==> config.mk <==
export PLATFORM = sky130hd
export DESIGN_NAME = edc_energy_detect_cca
export DESIGN_NICKNAME = d
export VERILOG_FILES = /design/src/inc/edc_pkg.sv /design/src/inc/edc_meas_if.sv /design/src/hw/edc_energy_avg.sv /design/src/hw/edc_energy_detect_cca.sv
export SDC_FILE = /design/constraint.sdc
export NUM_CORES = 1
export LEC_CHECK = 0
export ABC_AREA = 0
export BUFFER_PORTS_ARGS = -buffer_cell sky130_fd_sc_hd__buf_2
export CAP_MARGIN = 40
export CORE_MARGIN = 5
export CORE_UTILIZATION = 55
export DETAILED_ROUTE_END_ITERATION = 12
export PLACE_DENSITY_LB_ADDON = 0.08
export SLEW_MARGIN = 20
export SYNTH_ARGS = -nofsm -noshare
export SYNTH_HDL_FRONTEND = slang
export SYNTH_SLANG_ARGS = --single-unit
==> constraint.sdc <==
create_clock -name sys_clk -period 4.55 [get_ports sys_clk]
set_input_delay 0.2275 -clock sys_clk [delete_from_list [all_inputs] [get_ports sys_clk]]
set_output_delay 0.2275 -clock sys_clk [all_outputs]
set_load 0.01 [all_outputs]
==> src/inc/edc_pkg.sv <==
// Constants and types shared by the energy detect and assessment unit
package edc_pkg;

    // Register addresses on the byte register port
    localparam logic [5:0] ADDR_STATUS = 6'h01;
    localparam logic [5:0] ADDR_LEVEL  = 6'h07;
    localparam logic [5:0] ADDR_CCA    = 6'h08;
    localparam logic [5:0] ADDR_THRES  = 6'h09;

    // Field positions
    localparam int REQ_BIT  = 7;
    localparam int MODE_LSB = 5;
    localparam int THR_W    = 4;

    // Reset and limit values
    localparam logic [7:0]       LEVEL_RESET = 8'hFF;
    localparam logic [7:0]       LEVEL_MAX   = 8'h53;
    localparam logic [1:0]       MODE_RESET  = 2'h1;
    localparam logic [THR_W-1:0] THR_RESET   = 4'h7;

    // Timing, in ns, and derived cycle counts at 20 MHz
    localparam int CLK_PERIOD_NS = 50;
    localparam int T_RSSI_NS     = 2000;
    localparam int T_ED_LONG_NS  = 128000;
    localparam int T_ED_SHORT_NS = 32000;
    localparam int T_CCA_MAX_NS  = 180000;
    localparam int SAMPLE_CYC    = T_RSSI_NS / CLK_PERIOD_NS;
    localparam int LONG_SAMPLES  = T_ED_LONG_NS / T_RSSI_NS;
    localparam int SHORT_SAMPLES = T_ED_SHORT_NS / T_RSSI_NS;
    localparam int ED_LONG_CYC   = LONG_SAMPLES * SAMPLE_CYC;
    localparam int CCA_MAX_CYC   = T_CCA_MAX_NS / CLK_PERIOD_NS;

    // Assessment methods
    typedef enum logic [1:0] {
        M_CS_OR   = 2'h0,
        M_ENERGY  = 2'h1,
        M_CS_ONLY = 2'h2,
        M_CS_AND  = 2'h3
    } edc_method_type;

    // Sequencer states, one-hot
    typedef enum logic [4:0] {
        ST_IDLE = 5'h01,
        ST_ED   = 5'h02,
        ST_CCA  = 5'h04,
        ST_WAIT = 5'h08,
        ST_FIN  = 5'h10
    } edc_state_type;

endpackage : edc_pkg

==> src/inc/edc_meas_if.sv <==
// Link between the sequencer and the energy averager
`timescale 1ns/1ps
`default_nettype none
interface edc_meas_if;
    logic       start;
    logic       long_win;
    logic       busy;
    logic       done;
    logic [7:0] level;
    modport ctl (output start, output long_win,
                 input busy, input done, input level);
    modport avg (input start, input long_win,
                 output busy, output done, output level);
endinterface : edc_meas_if
`default_nettype wire

==> src/hw/edc_energy_avg.sv <==
// Energy averager: sums power samples over a window, scales to 1 dB
`timescale 1ns/1ps
`default_nettype none
module edc_energy_avg
#(
    parameter int SAMPLE_CYC = edc_pkg::SAMPLE_CYC,
    parameter int LONG_N     = edc_pkg::LONG_SAMPLES,
    parameter int SHORT_N    = edc_pkg::SHORT_SAMPLES
)
(
    // Clock and reset
    input  wire logic       sys_clk,
    input  wire logic       resetn,
    // Power samples from the receive path, 3 dB steps
    input  wire logic [4:0] rssi,
    // Control link
    edc_meas_if.avg         m
);
    import edc_pkg::*;

    localparam int TW = $clog2(SAMPLE_CYC + 1);
    localparam int NW = $clog2(LONG_N + 1);
    localparam int LSH = $clog2(LONG_N);
    localparam int SSH = $clog2(SHORT_N);

    // Refuse windows the shift scaling or the 16-bit sum cannot serve
    if (SAMPLE_CYC < 1 || (LONG_N & (LONG_N - 1)) != 0 ||
        (SHORT_N & (SHORT_N - 1)) != 0 || SHORT_N > LONG_N ||
        LONG_N < 2 || SHORT_N < 1 || LONG_N > 2048)
        $error("edc_energy_avg: bad window parameters");

    logic [TW-1:0] tick;
    logic [NW-1:0] left;
    logic [15:0]   acc;
    logic          long_q;

    // Sample strobe and window arithmetic
    wire        sample   = m.busy && tick == '0;
    wire        last     = sample && left == NW'(1);
    wire [15:0] acc_nx   = acc + {11'h000, rssi};
    wire [17:0] scaled   = {2'h0, acc_nx} * 18'h00003;
    wire [17:0] avg      = long_q ? (scaled >> LSH) : (scaled >> SSH);
    wire [7:0]  clamped  = (avg > {10'h000, LEVEL_MAX}) ? LEVEL_MAX
                                                        : avg[7:0];

    // Window counting and accumulation
    always_ff @(posedge sys_clk or negedge resetn)
    begin
        if (!resetn)
        begin
            m.busy  <= 1'b0;
            m.done  <= 1'b0;
            m.level <= 8'h00;
            tick    <= '0;
            left    <= '0;
            acc     <= 16'h0000;
            long_q  <= 1'b1;
        end
        else
        begin
            m.done <= 1'b0;
            if (m.start && !m.busy)
            begin
                m.busy <= 1'b1;
                long_q <= m.long_win;
                tick   <= TW'(SAMPLE_CYC - 1);
                left   <= m.long_win ? NW'(LONG_N) : NW'(SHORT_N);
                acc    <= 16'h0000;
            end
            else if (m.busy)
            begin
                tick <= sample ? TW'(SAMPLE_CYC - 1) : tick - TW'(1);
                if (sample)
                begin
                    acc  <= acc_nx;
                    left <= left - NW'(1);
                end
                if (last)
                begin
                    m.busy  <= 1'b0;
                    m.done  <= 1'b1;
                    m.level <= clamped;
                end
            end
        end
    end

endmodule : edc_energy_avg
`default_nettype wire

==> src/hw/edc_energy_detect_cca.sv <==
// Energy detection result and clear channel assessment sequencer
`timescale 1ns/1ps
`default_nettype none
module edc_energy_detect_cca
(
    // Clock and reset
    input  wire logic                  sys_clk,
    input  wire logic                  resetn,
    // Register write port
    input  wire logic                  reg_wr,
    input  wire logic [5:0]            reg_addr,
    input  wire logic [7:0]            reg_wdata,
    // Receive path indications
    input  wire logic                  rx_listen,
    input  wire logic                  rx_busy,
    input  wire logic                  basic_mode,
    input  wire logic                  high_rate,
    input  wire logic                  shr_detect,
    input  wire logic                  carrier_sense,
    input  wire logic [4:0]            rssi,
    // Register contents and status
    output var  logic [7:0]            energy_level_field,
    output var  logic                  assess_complete_flag,
    output var  logic                  channel_idle_flag,
    output var  edc_pkg::edc_method_type assess_method_select,
    output var  logic [edc_pkg::THR_W-1:0] energy_threshold_field,
    // Shared completion event
    output var  logic                  measure_done_event
);
    import edc_pkg::*;

    edc_meas_if m ();

    edc_energy_avg u_avg
    (
        .sys_clk (sys_clk),
        .resetn  (resetn),
        .rssi    (rssi),
        .m       (m.avg)
    );

    edc_state_type state;
    edc_state_type next_state;
    logic          auto_used;
    logic          auto_run;
    logic          cs_seen;
    logic          no_meas;
    logic [7:0]    eval_level;

    // Register decode
    wire wr_level = reg_wr && reg_addr == ADDR_LEVEL;
    wire wr_cca   = reg_wr && reg_addr == ADDR_CCA;
    wire wr_thr   = reg_wr && reg_addr == ADDR_THRES;
    wire cca_req  = wr_cca && reg_wdata[REQ_BIT];
    wire in_rx    = rx_listen || rx_busy;
    wire cca_ok   = basic_mode && in_rx;
    wire idle_st  = state == ST_IDLE;

    // Automatic start: first preamble of a frame only
    wire auto_go = shr_detect && !auto_used && !m.busy;

    // Manual energy measurement only in listen state
    wire ed_go = idle_st && wr_level && rx_listen && !m.busy && !auto_go;
    // Energy request that cannot measure still reports
    wire ed_nop = idle_st && wr_level && !ed_go;

    // Assessment request routing on the method written with it
    wire [1:0] req_method  = reg_wdata[MODE_LSB+1:MODE_LSB];
    wire       energy_mode = req_method != M_CS_ONLY;
    wire cca_listen  = idle_st && cca_req && cca_ok && rx_listen &&
                       !m.busy && !auto_go;
    wire cca_wait    = idle_st && cca_req && cca_ok && !cca_listen &&
                       energy_mode && (auto_run || auto_go || m.busy);
    wire cca_now     = idle_st && cca_req && !cca_listen && !cca_wait;

    // Averager start; auto window shortens at high rate
    assign m.start    = auto_go || ed_go || cca_listen;
    assign m.long_win = auto_go ? !high_rate : 1'b1;

    // Busy evaluation per method; 2 dB per threshold step
    wire [7:0] thr_db   = {3'h0, energy_threshold_field, 1'b0};
    wire       e_busy   = eval_level != LEVEL_RESET && eval_level > thr_db;
    logic      ch_busy;
    always_comb
    begin
        case (assess_method_select)
            M_ENERGY:  ch_busy = e_busy;
            M_CS_ONLY: ch_busy = cs_seen;
            M_CS_OR:   ch_busy = cs_seen || e_busy;
            M_CS_AND:  ch_busy = cs_seen && e_busy;
            default:   ch_busy = 1'b1;
        endcase
    end

    // Sequencer next state
    always_comb
    begin
        case (state)
            ST_IDLE:
                if (cca_listen)
                    next_state = ST_CCA;
                else if (cca_wait)
                    next_state = ST_WAIT;
                else if (cca_now)
                    next_state = ST_FIN;
                else if (ed_go)
                    next_state = ST_ED;
                else
                    next_state = ST_IDLE;
            ST_ED:   next_state = m.done ? ST_IDLE : ST_ED;
            ST_CCA:  next_state = m.done ? ST_FIN : ST_CCA;
            ST_WAIT: next_state = m.busy ? ST_WAIT : ST_FIN;
            ST_FIN:  next_state = ST_IDLE;
            default: next_state = ST_IDLE;
        endcase
    end

    // State register
    always_ff @(posedge sys_clk or negedge resetn)
    begin
        if (!resetn)
            state <= ST_IDLE;
        else
            state <= next_state;
    end

    // Frame bookkeeping for the automatic measurement
    always_ff @(posedge sys_clk or negedge resetn)
    begin
        if (!resetn)
        begin
            auto_used <= 1'b0;
            auto_run  <= 1'b0;
        end
        else
        begin
            if (shr_detect)
                auto_used <= 1'b1;
            else if (!rx_busy)
                auto_used <= 1'b0;
            if (auto_go)
                auto_run <= 1'b1;
            else if (m.done)
                auto_run <= 1'b0;
        end
    end

    // Energy level result; reset marks no measurement yet
    always_ff @(posedge sys_clk or negedge resetn)
    begin
        if (!resetn)
            energy_level_field <= LEVEL_RESET;
        else if (m.done && (auto_run || state == ST_ED))
            energy_level_field <= m.level;
    end

    // Assessment evidence: carrier seen and level to judge
    always_ff @(posedge sys_clk or negedge resetn)
    begin
        if (!resetn)
        begin
            cs_seen    <= 1'b0;
            no_meas    <= 1'b0;
            eval_level <= LEVEL_RESET;
        end
        else
        begin
            if (cca_req && idle_st)
            begin
                cs_seen <= carrier_sense;
                no_meas <= !cca_ok;
            end
            else if (state != ST_IDLE)
                cs_seen <= cs_seen || carrier_sense;
            if (m.done)
                eval_level <= m.level;
            else if (cca_now)
                eval_level <= energy_level_field;
        end
    end

    // Flags: a finish in the request cycle wins over the clear
    always_ff @(posedge sys_clk or negedge resetn)
    begin
        if (!resetn)
        begin
            assess_complete_flag <= 1'b0;
            channel_idle_flag    <= 1'b0;
        end
        else if (state == ST_FIN)
        begin
            assess_complete_flag <= 1'b1;
            channel_idle_flag    <= !no_meas && !ch_busy;
        end
        else if (cca_req)
        begin
            assess_complete_flag <= 1'b0;
            channel_idle_flag    <= 1'b0;
        end
    end

    // Done event pulse for energy and assessment ends
    always_ff @(posedge sys_clk or negedge resetn)
    begin
        if (!resetn)
            measure_done_event <= 1'b0;
        else
            measure_done_event <= state == ST_FIN ||
                                  (state == ST_ED && m.done) ||
                                  ed_nop;
    end

    // Configuration registers
    always_ff @(posedge sys_clk or negedge resetn)
    begin
        if (!resetn)
        begin
            assess_method_select   <= edc_method_type'(MODE_RESET);
            energy_threshold_field <= THR_RESET;
        end
        else
        begin
            if (wr_cca)
                assess_method_select <=
                    edc_method_type'(reg_wdata[MODE_LSB+1:MODE_LSB]);
            if (wr_thr)
                energy_threshold_field <= reg_wdata[THR_W-1:0];
        end
    end

    // Helper counters for the timing checks
    logic [11:0] ed_cyc;
    logic [11:0] cca_age;
    always_ff @(posedge sys_clk or negedge resetn)
    begin
        if (!resetn)
        begin
            ed_cyc  <= 12'h000;
            cca_age <= 12'h000;
        end
        else
        begin
            ed_cyc  <= (state == ST_ED) ? ed_cyc + 12'h001 : 12'h000;
            cca_age <= (idle_st || state == ST_ED) ? 12'h000
                                                    : cca_age + 12'h001;
        end
    end
endmodule : edc_energy_detect_cca
`default_nettype wire

After elaboration in Yosys (flattened, before gate mapping)
Cells that the tools add are included.
- add/subtract/negate cells: 3
- multiply operators: 1
- order comparisons: 2
- eq/ne operators: 16
- mux-type cells: 39
- bitwise gates (word level): 1
- reduce and logical (&&, ||, !) cells: 60
- operator list (cell ; count):
    $mux 16 ; 3
    $logic_and 1x1->1 ; 30
    $mux 7 ; 4
    $mux 5 ; 5
    $mux 8 ; 3
    $pmux 5 s4 ; 1
    $gt 18x7->1 const B ; 1
    $mul 16x2->18 const B ; 1
    $mux 6 ; 3
    $add 16x5->16 ; 1
    $mux 1 ; 16
    $mux 14 ; 1
    $eq 6x4->1 const B ; 2
    $reduce_bool 2->1 ; 6
    $logic_not 1->1 ; 10
    $logic_or 1x1->1 ; 10
    $gt 8x5->1 ; 1
    $ne 8x8->1 const B ; 1
    $eq 7x1->1 const B ; 1
    $sub 7x1->7 const B ; 1
    $eq 6x3->1 const B ; 1
    $logic_not 6->1 ; 1
    $sub 6x1->6 const B ; 1
    $eq 5x1->1 const B ; 1
    other kinds (15) ; 17
- flip-flop bits (word level): 74
- input port bits: 28
- output and inout bits: 17
- word-level logic and storage cells: 141

Longest topological paths before layout
Gate-level depths: netlist of the first run.
- word-level depth: 18
- gate-level depth with buffers: 18
- gate-level depth less buffers: 17

Modules after synthesis
From an unflattened synthesis of the first run, not the netlist that was laid out.
- cell total of the unflattened synthesis: 566
- area total of the unflattened synthesis: 5198.7 um^2
- by module, submodules not included (module ; instances ; cells an instance ; area each (um^2) ; sequential area each (um^2)):
    edc_energy_avg ; 1 ; 388 ; 3343.2 ; 1002.2
    edc_energy_detect_cca ; 1 ; 178 ; 1855.5 ; 877.1

Least setup slack after synthesis of the first run
No wires, ideal clock.
- path kind: register to register
- start point: reg u_avg.acc[0]
- end point: reg u_avg.m.level[0]
- library setup time: 0.135 ns
- arrival time: 3.919 ns
- data required time: 4.415 ns
- slack: 0.496 ns
- cell stages (with the launch flop): 19
- path buffers: 1
- clock period less this slack: 4.054 ns
- cell sequence: dfrtp_1 ha_1 fa_1 a211oi_2 o21bai_1 nand4_1 xnor2_1 ha_1 clkbuf_1 inv_1 o21bai_1 a21o_1 a2111oi_0 nor2_1 a211oi_1 xnor2_1 o2111ai_1 nor3_4 a31oi_1
- cells in the longest elaborated chain, start to end: 5
- ends and longest elaborated chain (what ; RTL line ; source):
    from (decl) ; edc_energy_avg.sv:34 ; logic [15:0] acc;
    from (signal assigned) ; edc_energy_avg.sv:75 ; acc <= acc_nx;
    $add 16x5->16 (*) ; edc_energy_avg.sv:40 ; wire [15:0] acc_nx = acc + {11'h000, rssi};
    $mul 16x2->18 (*) ; edc_energy_avg.sv:41 ; wire [17:0] scaled = {2'h0, acc_nx} * 18'h00003;
    $mux 14 (*) ; edc_energy_avg.sv:42 ; wire [17:0] avg = long_q ? (scaled >> LSH) : (scaled >> SSH);
    $gt 18x7->1 ; edc_energy_avg.sv:43 ; wire [7:0] clamped = (avg > {10'h000, LEVEL_MAX}) ? LEVEL_MAX
    $mux 8 (*) ; edc_energy_avg.sv:43 ;
    to (signal assigned) ; edc_energy_avg.sv:82 ; m.level <= clamped;
    to (decl) ; edc_meas_if.sv:13 ; output busy, output done, output level);
Mark *: on every way between the ends. The rest lies on a longest branch, timed or not.
A chain may end at the register's enable or synchronous reset.

Worst setup path after layout of the first run
- start point: reg u_avg.acc[0]
- end point: reg u_avg.m.level[1]
Same word-level chain as after synthesis.

==> results of run 1 <==
cell type report:
type | count | area [sq um] | area share, %
repair buffers | 54 | 317 | 5.77
inverters | 24 | 95.1 | 1.73
clock buffers | 11 | 141 | 2.58
clock inverters | 5 | 30.0 | 0.548
flip-flops and latches | 74 | 1880 | 34.3
multi-input cells | 417 | 2890 | 52.6
well taps | 108 | 135 | 2.46
how the worst max path moves through the flow:
stage | end
floorplan | u_avg.m.level[0]
global placement | u_avg.m.level[0]
detailed placement | u_avg.m.level[1]
CTS | u_avg.m.level[1]
global route | u_avg.m.level[1]
finish | u_avg.m.level[1]
registers in the layout, indices dropped and copies added (netlist names), 2 cells and up:
| signal | count |
|---|---|
| assess_method_select | 2 |
| energy_level_field | 8 |
| energy_threshold_field | 4 |
| eval_level | 8 |
| state | 5 |
| u_avg.acc | 16 |
| u_avg.left | 7 |
| u_avg.m.level | 8 |
| u_avg.tick | 6 |
routing by layer:
layer  part of all wire (%)  up-vias
met2                     49       67
met1                     46     1871
met4                    1.1        0
met3                    4.2        7
li1                       -     1990
met5                      0        -
through the flow:
stage / setup slack [ns] / area (sq um) / setup TNS, ns / util, %
after floorplan: 0.496 / 4900 / 0 / -
after global placement: 0.246 / 5250 / 0 / 60.2
after detailed placement: 0.256 / 5270 / 0 / 60.4
after CTS: 0.221 / 5450 / 0 / 62.5
after global routing: -0.0538 / 5480 / -0.175 / 62.9
final: 0.287 / 5480 / 0 / 62.9
logic make-up after synthesis:
kind of cell    after synthesis  synth area share [%]
xor+xnor                     37                  6.77
mux                          26                  5.85
buf+inv                      39                  3.14
flops                        74                  38.3
compound gates              120                  16.9
fa+ha+maj                    29                  7.56
simple gates                205                  21.5
worst register-to-register path, cell delays in order (launching register included):
cell       delay (ns)
dfrtp_1          0.39
ha_1             0.21
fa_1             0.43
a211oi_2         0.28
o21ba_1          0.21
o211a_4          0.22
inv_2            0.08
ha_1             0.29
a21oi_2          0.21
o21bai_1         0.08
a21o_1           0.23
a2111oi_1        0.41
nor2_1           0.09
a211oi_1         0.27
xnor2_1          0.17
o2111ai_2        0.15
nor3_4           0.32
a31oi_1          0.13
placed cells by master (no fill, tap or decap), types with 9 or more instances in the layout:
master and count:
nor2_1 56, nand2_1 52, dfrtp_1 52, buf_2 43, a21oi_1 29, ha_1 28, o21ai_0 27, inv_1 22
dfstp_2 22, xnor2_1 21, nor3_1 16, xor2_1 15, mux2_2 13, nand3_1 12, mux2i_1 11, a211oi_1 11
nor2b_1 10, clkbuf_8 10, nand4_1 9
power by group through the flow:
stage | Clock [uW] | Sequential, uW | Combinational [uW]
6_report | 455 | 954 | 1270
5_1_grt | 504 | 978 | 1450
4_1_cts | 474 | 953 | 1260
3_5_place_dp | 0 | 965 | 1260
3_3_place_gp | 0 | 958 | 1230
2_1_floorplan | 0 | 924 | 1010
what timing repair did:
item / in CTS / in global routing
hold buffers: 1 / 0
endpoints found under the hold margin: 7 / 0
buffers inserted: 0 / 1
resized for setup: 0 / 4
endpoints found under the setup margin: 0 / 7
==> metrics, run 1 <==
Placer Congestion=0.852; Worst Hold Launch=shr_detect; post-synthesis register bit count=74; worst path cell trace=ha_1 > fa_1 > a211oi_2 > o21ba_1 > o211a_4 > inv_2 > ha_1 > a21oi_2 > o21bai_1 > a21o_1 > a2111oi_1 > nor2_1 > a211oi_1 > xnor2_1 > o2111ai_2 > nor3_4 > a31oi_1; GRT Overall Usage=19.3%; largest net degree at the start of global routing=35; fin crit period=4.26 ns; Crit path max-delay family=compound AO/OA/AOI/OAI gates; Core ar.=8720 sq um; final slew viol count=0; internal power=1580 uW; Leak=0.00247 uW; slowest cell delay on critical path=0.43 ns; Placed Cells=674; top-area cell type share of the netlist area=26.6%; Worst Path Required=4.76 ns; Yosys top cell by area=dfrtp_1; die width=104 um; Post-Syn Area=4900 sq um; IO Count=45; Sink Count=74; worst min path class=in -> reg; WHS=0.108 ns; Clk Tree Root Cell=clkbuf_8; htree depth=3; worst vdd ir=0.282 mV; most common cell in the synthesized netlist=nor2_1; Pwr per Cell Area=489 nW/um^2; met1 Use GR=24.8%; Worst path depth=17; top cells by area, synth=dfrtp_1 (27%), dfstp_2 (12%), ha_1 (7.1%); vias in the first global route=3907; Setup crit start=u_avg.acc[0]; Post-synth top cells=nor2_1 (56), dfrtp_1 (52), nand2_1 (52); Final ANT Viol Nets=0; Setup Skew=0.0134 ns; die height=104 um; hold path cells=2; Distinct cells, synth=71; Port Buf Inserts=43; ys async rst share=100%; Logic pwr share=47.4%; hpwl dp=7940 um; Critical Path Most Common Cell=ha_1; R2R Path End=u_avg.m.level[1]; Setup-failing EPs final=0; GR peak layer=met2; clk slew on worst S/H paths=0.08 ns; non-filler instance count after layout=693; WL/cell=14.6 um; Seq/Total Area, Yosys=38.3%; share of layout cells above drive strength 1=22.1%; Flop pwr share=35.6%; R2R setup slack=0.29 ns; TritonRoute pass-1 iters=4; Max-Cap Viols=0; CP Capture Type=register; status=finished, final reports clean; Congestion Overflow GR=0; met3 Track Usage GR=4.47%; crit-path max FO=7; TritonCTS buffer count=9; Net count, final=637; Reg2Reg Depth=17; switching share of power=41.1%; CTS tree=done; clock share of power=17.0%; Post-synth top flop=dfrtp_1; clock tree buffer depth=2; antenna cells=0; initial antenna violation count=0; number of buffers and inverters on the critical path=1; Skew-Pair Late Insertion Delay=0.34 ns; Max-slew headroom=48.7%; hold path endpoint=auto_used; Net Sw Power=1100 uW; Mapped Cells=530; Slew @ Worst Pin=0.768 ns; row cnt=34; Vias/cell=5.68; Final Total Pwr=2680 uW; Max Fclk=235 MHz; drt initial violations=185; Post-Syn Area per Cell=9.25 sq um; syn_nets=587; CP Class=reg -> reg; number of flops mapped to enable cells by yosys=0; area grow syn2layout=11.9%; Die ar.=10900 sq um; Vias=3935; Synthesis Warnings=0; period utilization=93.7%; CP Launch Type=register; first-pass GRT wire length=17700 um; routed wire length=10100 um; # fillers=760; slowest stage cell, crit path=fa_1; WP data arrival=4.48 ns; detailed-route DRC error count=0; worst r2r src=u_avg.acc[0]; met2 GRT Util=32.3%; initial core utilization=56.2%; final hold vios=0
(Power assumes the default switching activity.)
==> run 2, diff against run 1 <==
--- a/config.mk
+++ b/config.mk
@@ -11,6 +11,7 @@
 export CORE_MARGIN = 5
 export CORE_UTILIZATION = 55
 export DETAILED_ROUTE_END_ITERATION = 12
+export MAX_ROUTING_LAYER = met4
 export PLACE_DENSITY_LB_ADDON = 0.08
 export SLEW_MARGIN = 20
 export SYNTH_ARGS = -nofsm -noshare
==> metrics, run 2 (synthesized netlist as in run 1, its figures left out) <==
status=finished, final reports clean; slowest cell delay on critical path=0.43 ns; Setup Skew=0.0129 ns; WL/cell=14.7 um; hpwl dp=7940 um; initial core utilization=56.2%; IO Count=45; Max Fclk=234 MHz; worst vdd ir=0.283 mV; clk slew on worst S/H paths=0.08 ns; slowest stage cell, crit path=fa_1; worst path cell trace=ha_1 > fa_1 > a211oi_2 > o21ba_1 > o211a_4 > inv_2 > ha_1 > a21oi_2 > o21bai_1 > a21o_1 > a2111oi_1 > nor2_1 > a211oi_1 > xnor2_1 > o2111ai_2 > nor3_4 > a31oi_1; vias in the first global route=3912; most common cell after layout, fill and taps aside=nor2_1; largest net degree at the start of global routing=35; clock tree buffer depth=2; dpl ws=0.256 ns; drt initial violations=221; placed cell areas=5270 sq um; initial antenna violation count=0; final hold vios=0; antenna cells=0; Largest register FFs=16; multi-input logic area=2890 sq um; Net count, final=637; routed wire length=10200 um; share of layout cells above drive strength 1=22.1%; die width=104 um; period utilization=93.7%; die height=104 um; total area of sequential cells=1880 sq um; CP Launch Type=register; TritonRoute pass-1 iters=6; Port Buf Inserts=43; row cnt=34; CP Class=reg -> reg; GRT Overall Usage=19.8%; Setup-failing EPs final=0; Max-Cap Viols=0; Vias/cell=5.70; Leak=0.00247 uW; final slew viol count=0; TritonCTS buffer count=9; first-pass GRT wire length=17700 um; Slew @ Worst Pin=0.765 ns; Largest Register=u_avg.acc; fin crit period=4.26 ns; Skew-Pair Late Insertion Delay=0.34 ns; Clk Tree Root Cell=clkbuf_8; CTS tree=done; most frequent cells in the layout=nor2_1 (56), nand2_1 (52), dfrtp_1 (52), buf_2 (43), a21oi_1 (29); Vias=3947; worst min path class=in -> reg; setup ws final=0.285 ns; Die ar.=10900 sq um; Core ar.=8720 sq um; htree depth=3; Finished Cell Area=5480 sq um; Placer Congestion=0.866; Critical Path Most Common Cell=ha_1; Final ANT Viol Nets=0; Worst Path Required=4.77 ns; Sink Count=74; Crit path max-delay family=compound AO/OA/AOI/OAI gates; area grow syn2layout=11.9%; WHS=0.107 ns; Congestion Overflow GR=0; number of buffers and inverters on the critical path=1; detailed-route DRC error count=0; WP data arrival=4.48 ns; Setup TNS Final=0 ns; # fillers=760; Max-slew headroom=48.9%; Pwr per Cell Area=489 nW/um^2; utilization after layout=62.9%; CP Capture Type=register; crit-path max FO=7
## run 2: layer usage
layer	wire [um]	GRT usage [%]
met5	0	-
met4	163	6.38
met3	429	4.10
met2	4910	32.3
met1	4660	24.7
## run 2: path summary, 6_finish.rpt
path	cells past startpoint	slack (ns)	startpoint	end
worst max-delay path	17	0.29	u_avg.acc[0]	u_avg.m.level[1]
worst min-delay path	2	0.11	shr_detect	auto_used
worst max register to register	17	0.29	u_avg.acc[0]	u_avg.m.level[1]
worst min register to register	2	0.47	assess_complete_flag	assess_complete_flag
max in group asynchronous	4	3.22	resetn	eval_level[7]
min in group asynchronous	2	0.34	resetn	u_avg.m.level[6]
## run 2: per-stage QoR
stage,power (uW),std cells
2_1_floorplan,1930,530
3_5_place_dp,2220,674
4_1_cts,2690,691
5_1_grt,2930,693
3_3_place_gp,2190,673
6_report,2680,693
## run 2: where the power goes
part           leakage (uW)  total (uW)  switching (uW)  internal, uW
Combinational       0.00150        1270             714           557
Sequential         0.000879         954             143           811
Clock             0.0000934         455             243           212
Total               0.00247        2680            1100          1580
## run 2: what timing repair did
item,in CTS,in global routing
resized for setup,0,4
hold endpoints to repair,7,0
buffers inserted,0,1
hold buffers,1,0
endpoints found under the setup margin,0,7
## run 2: final cells by class
cell class | count | area share, %
tap | 108 | 2.46
inverter | 24 | 1.73
clock buffer | 11 | 2.58
timing repair buffer | 54 | 5.77
sequential | 74 | 34.3
clock inverter | 5 | 0.548
multi-input combinational | 417 | 52.6
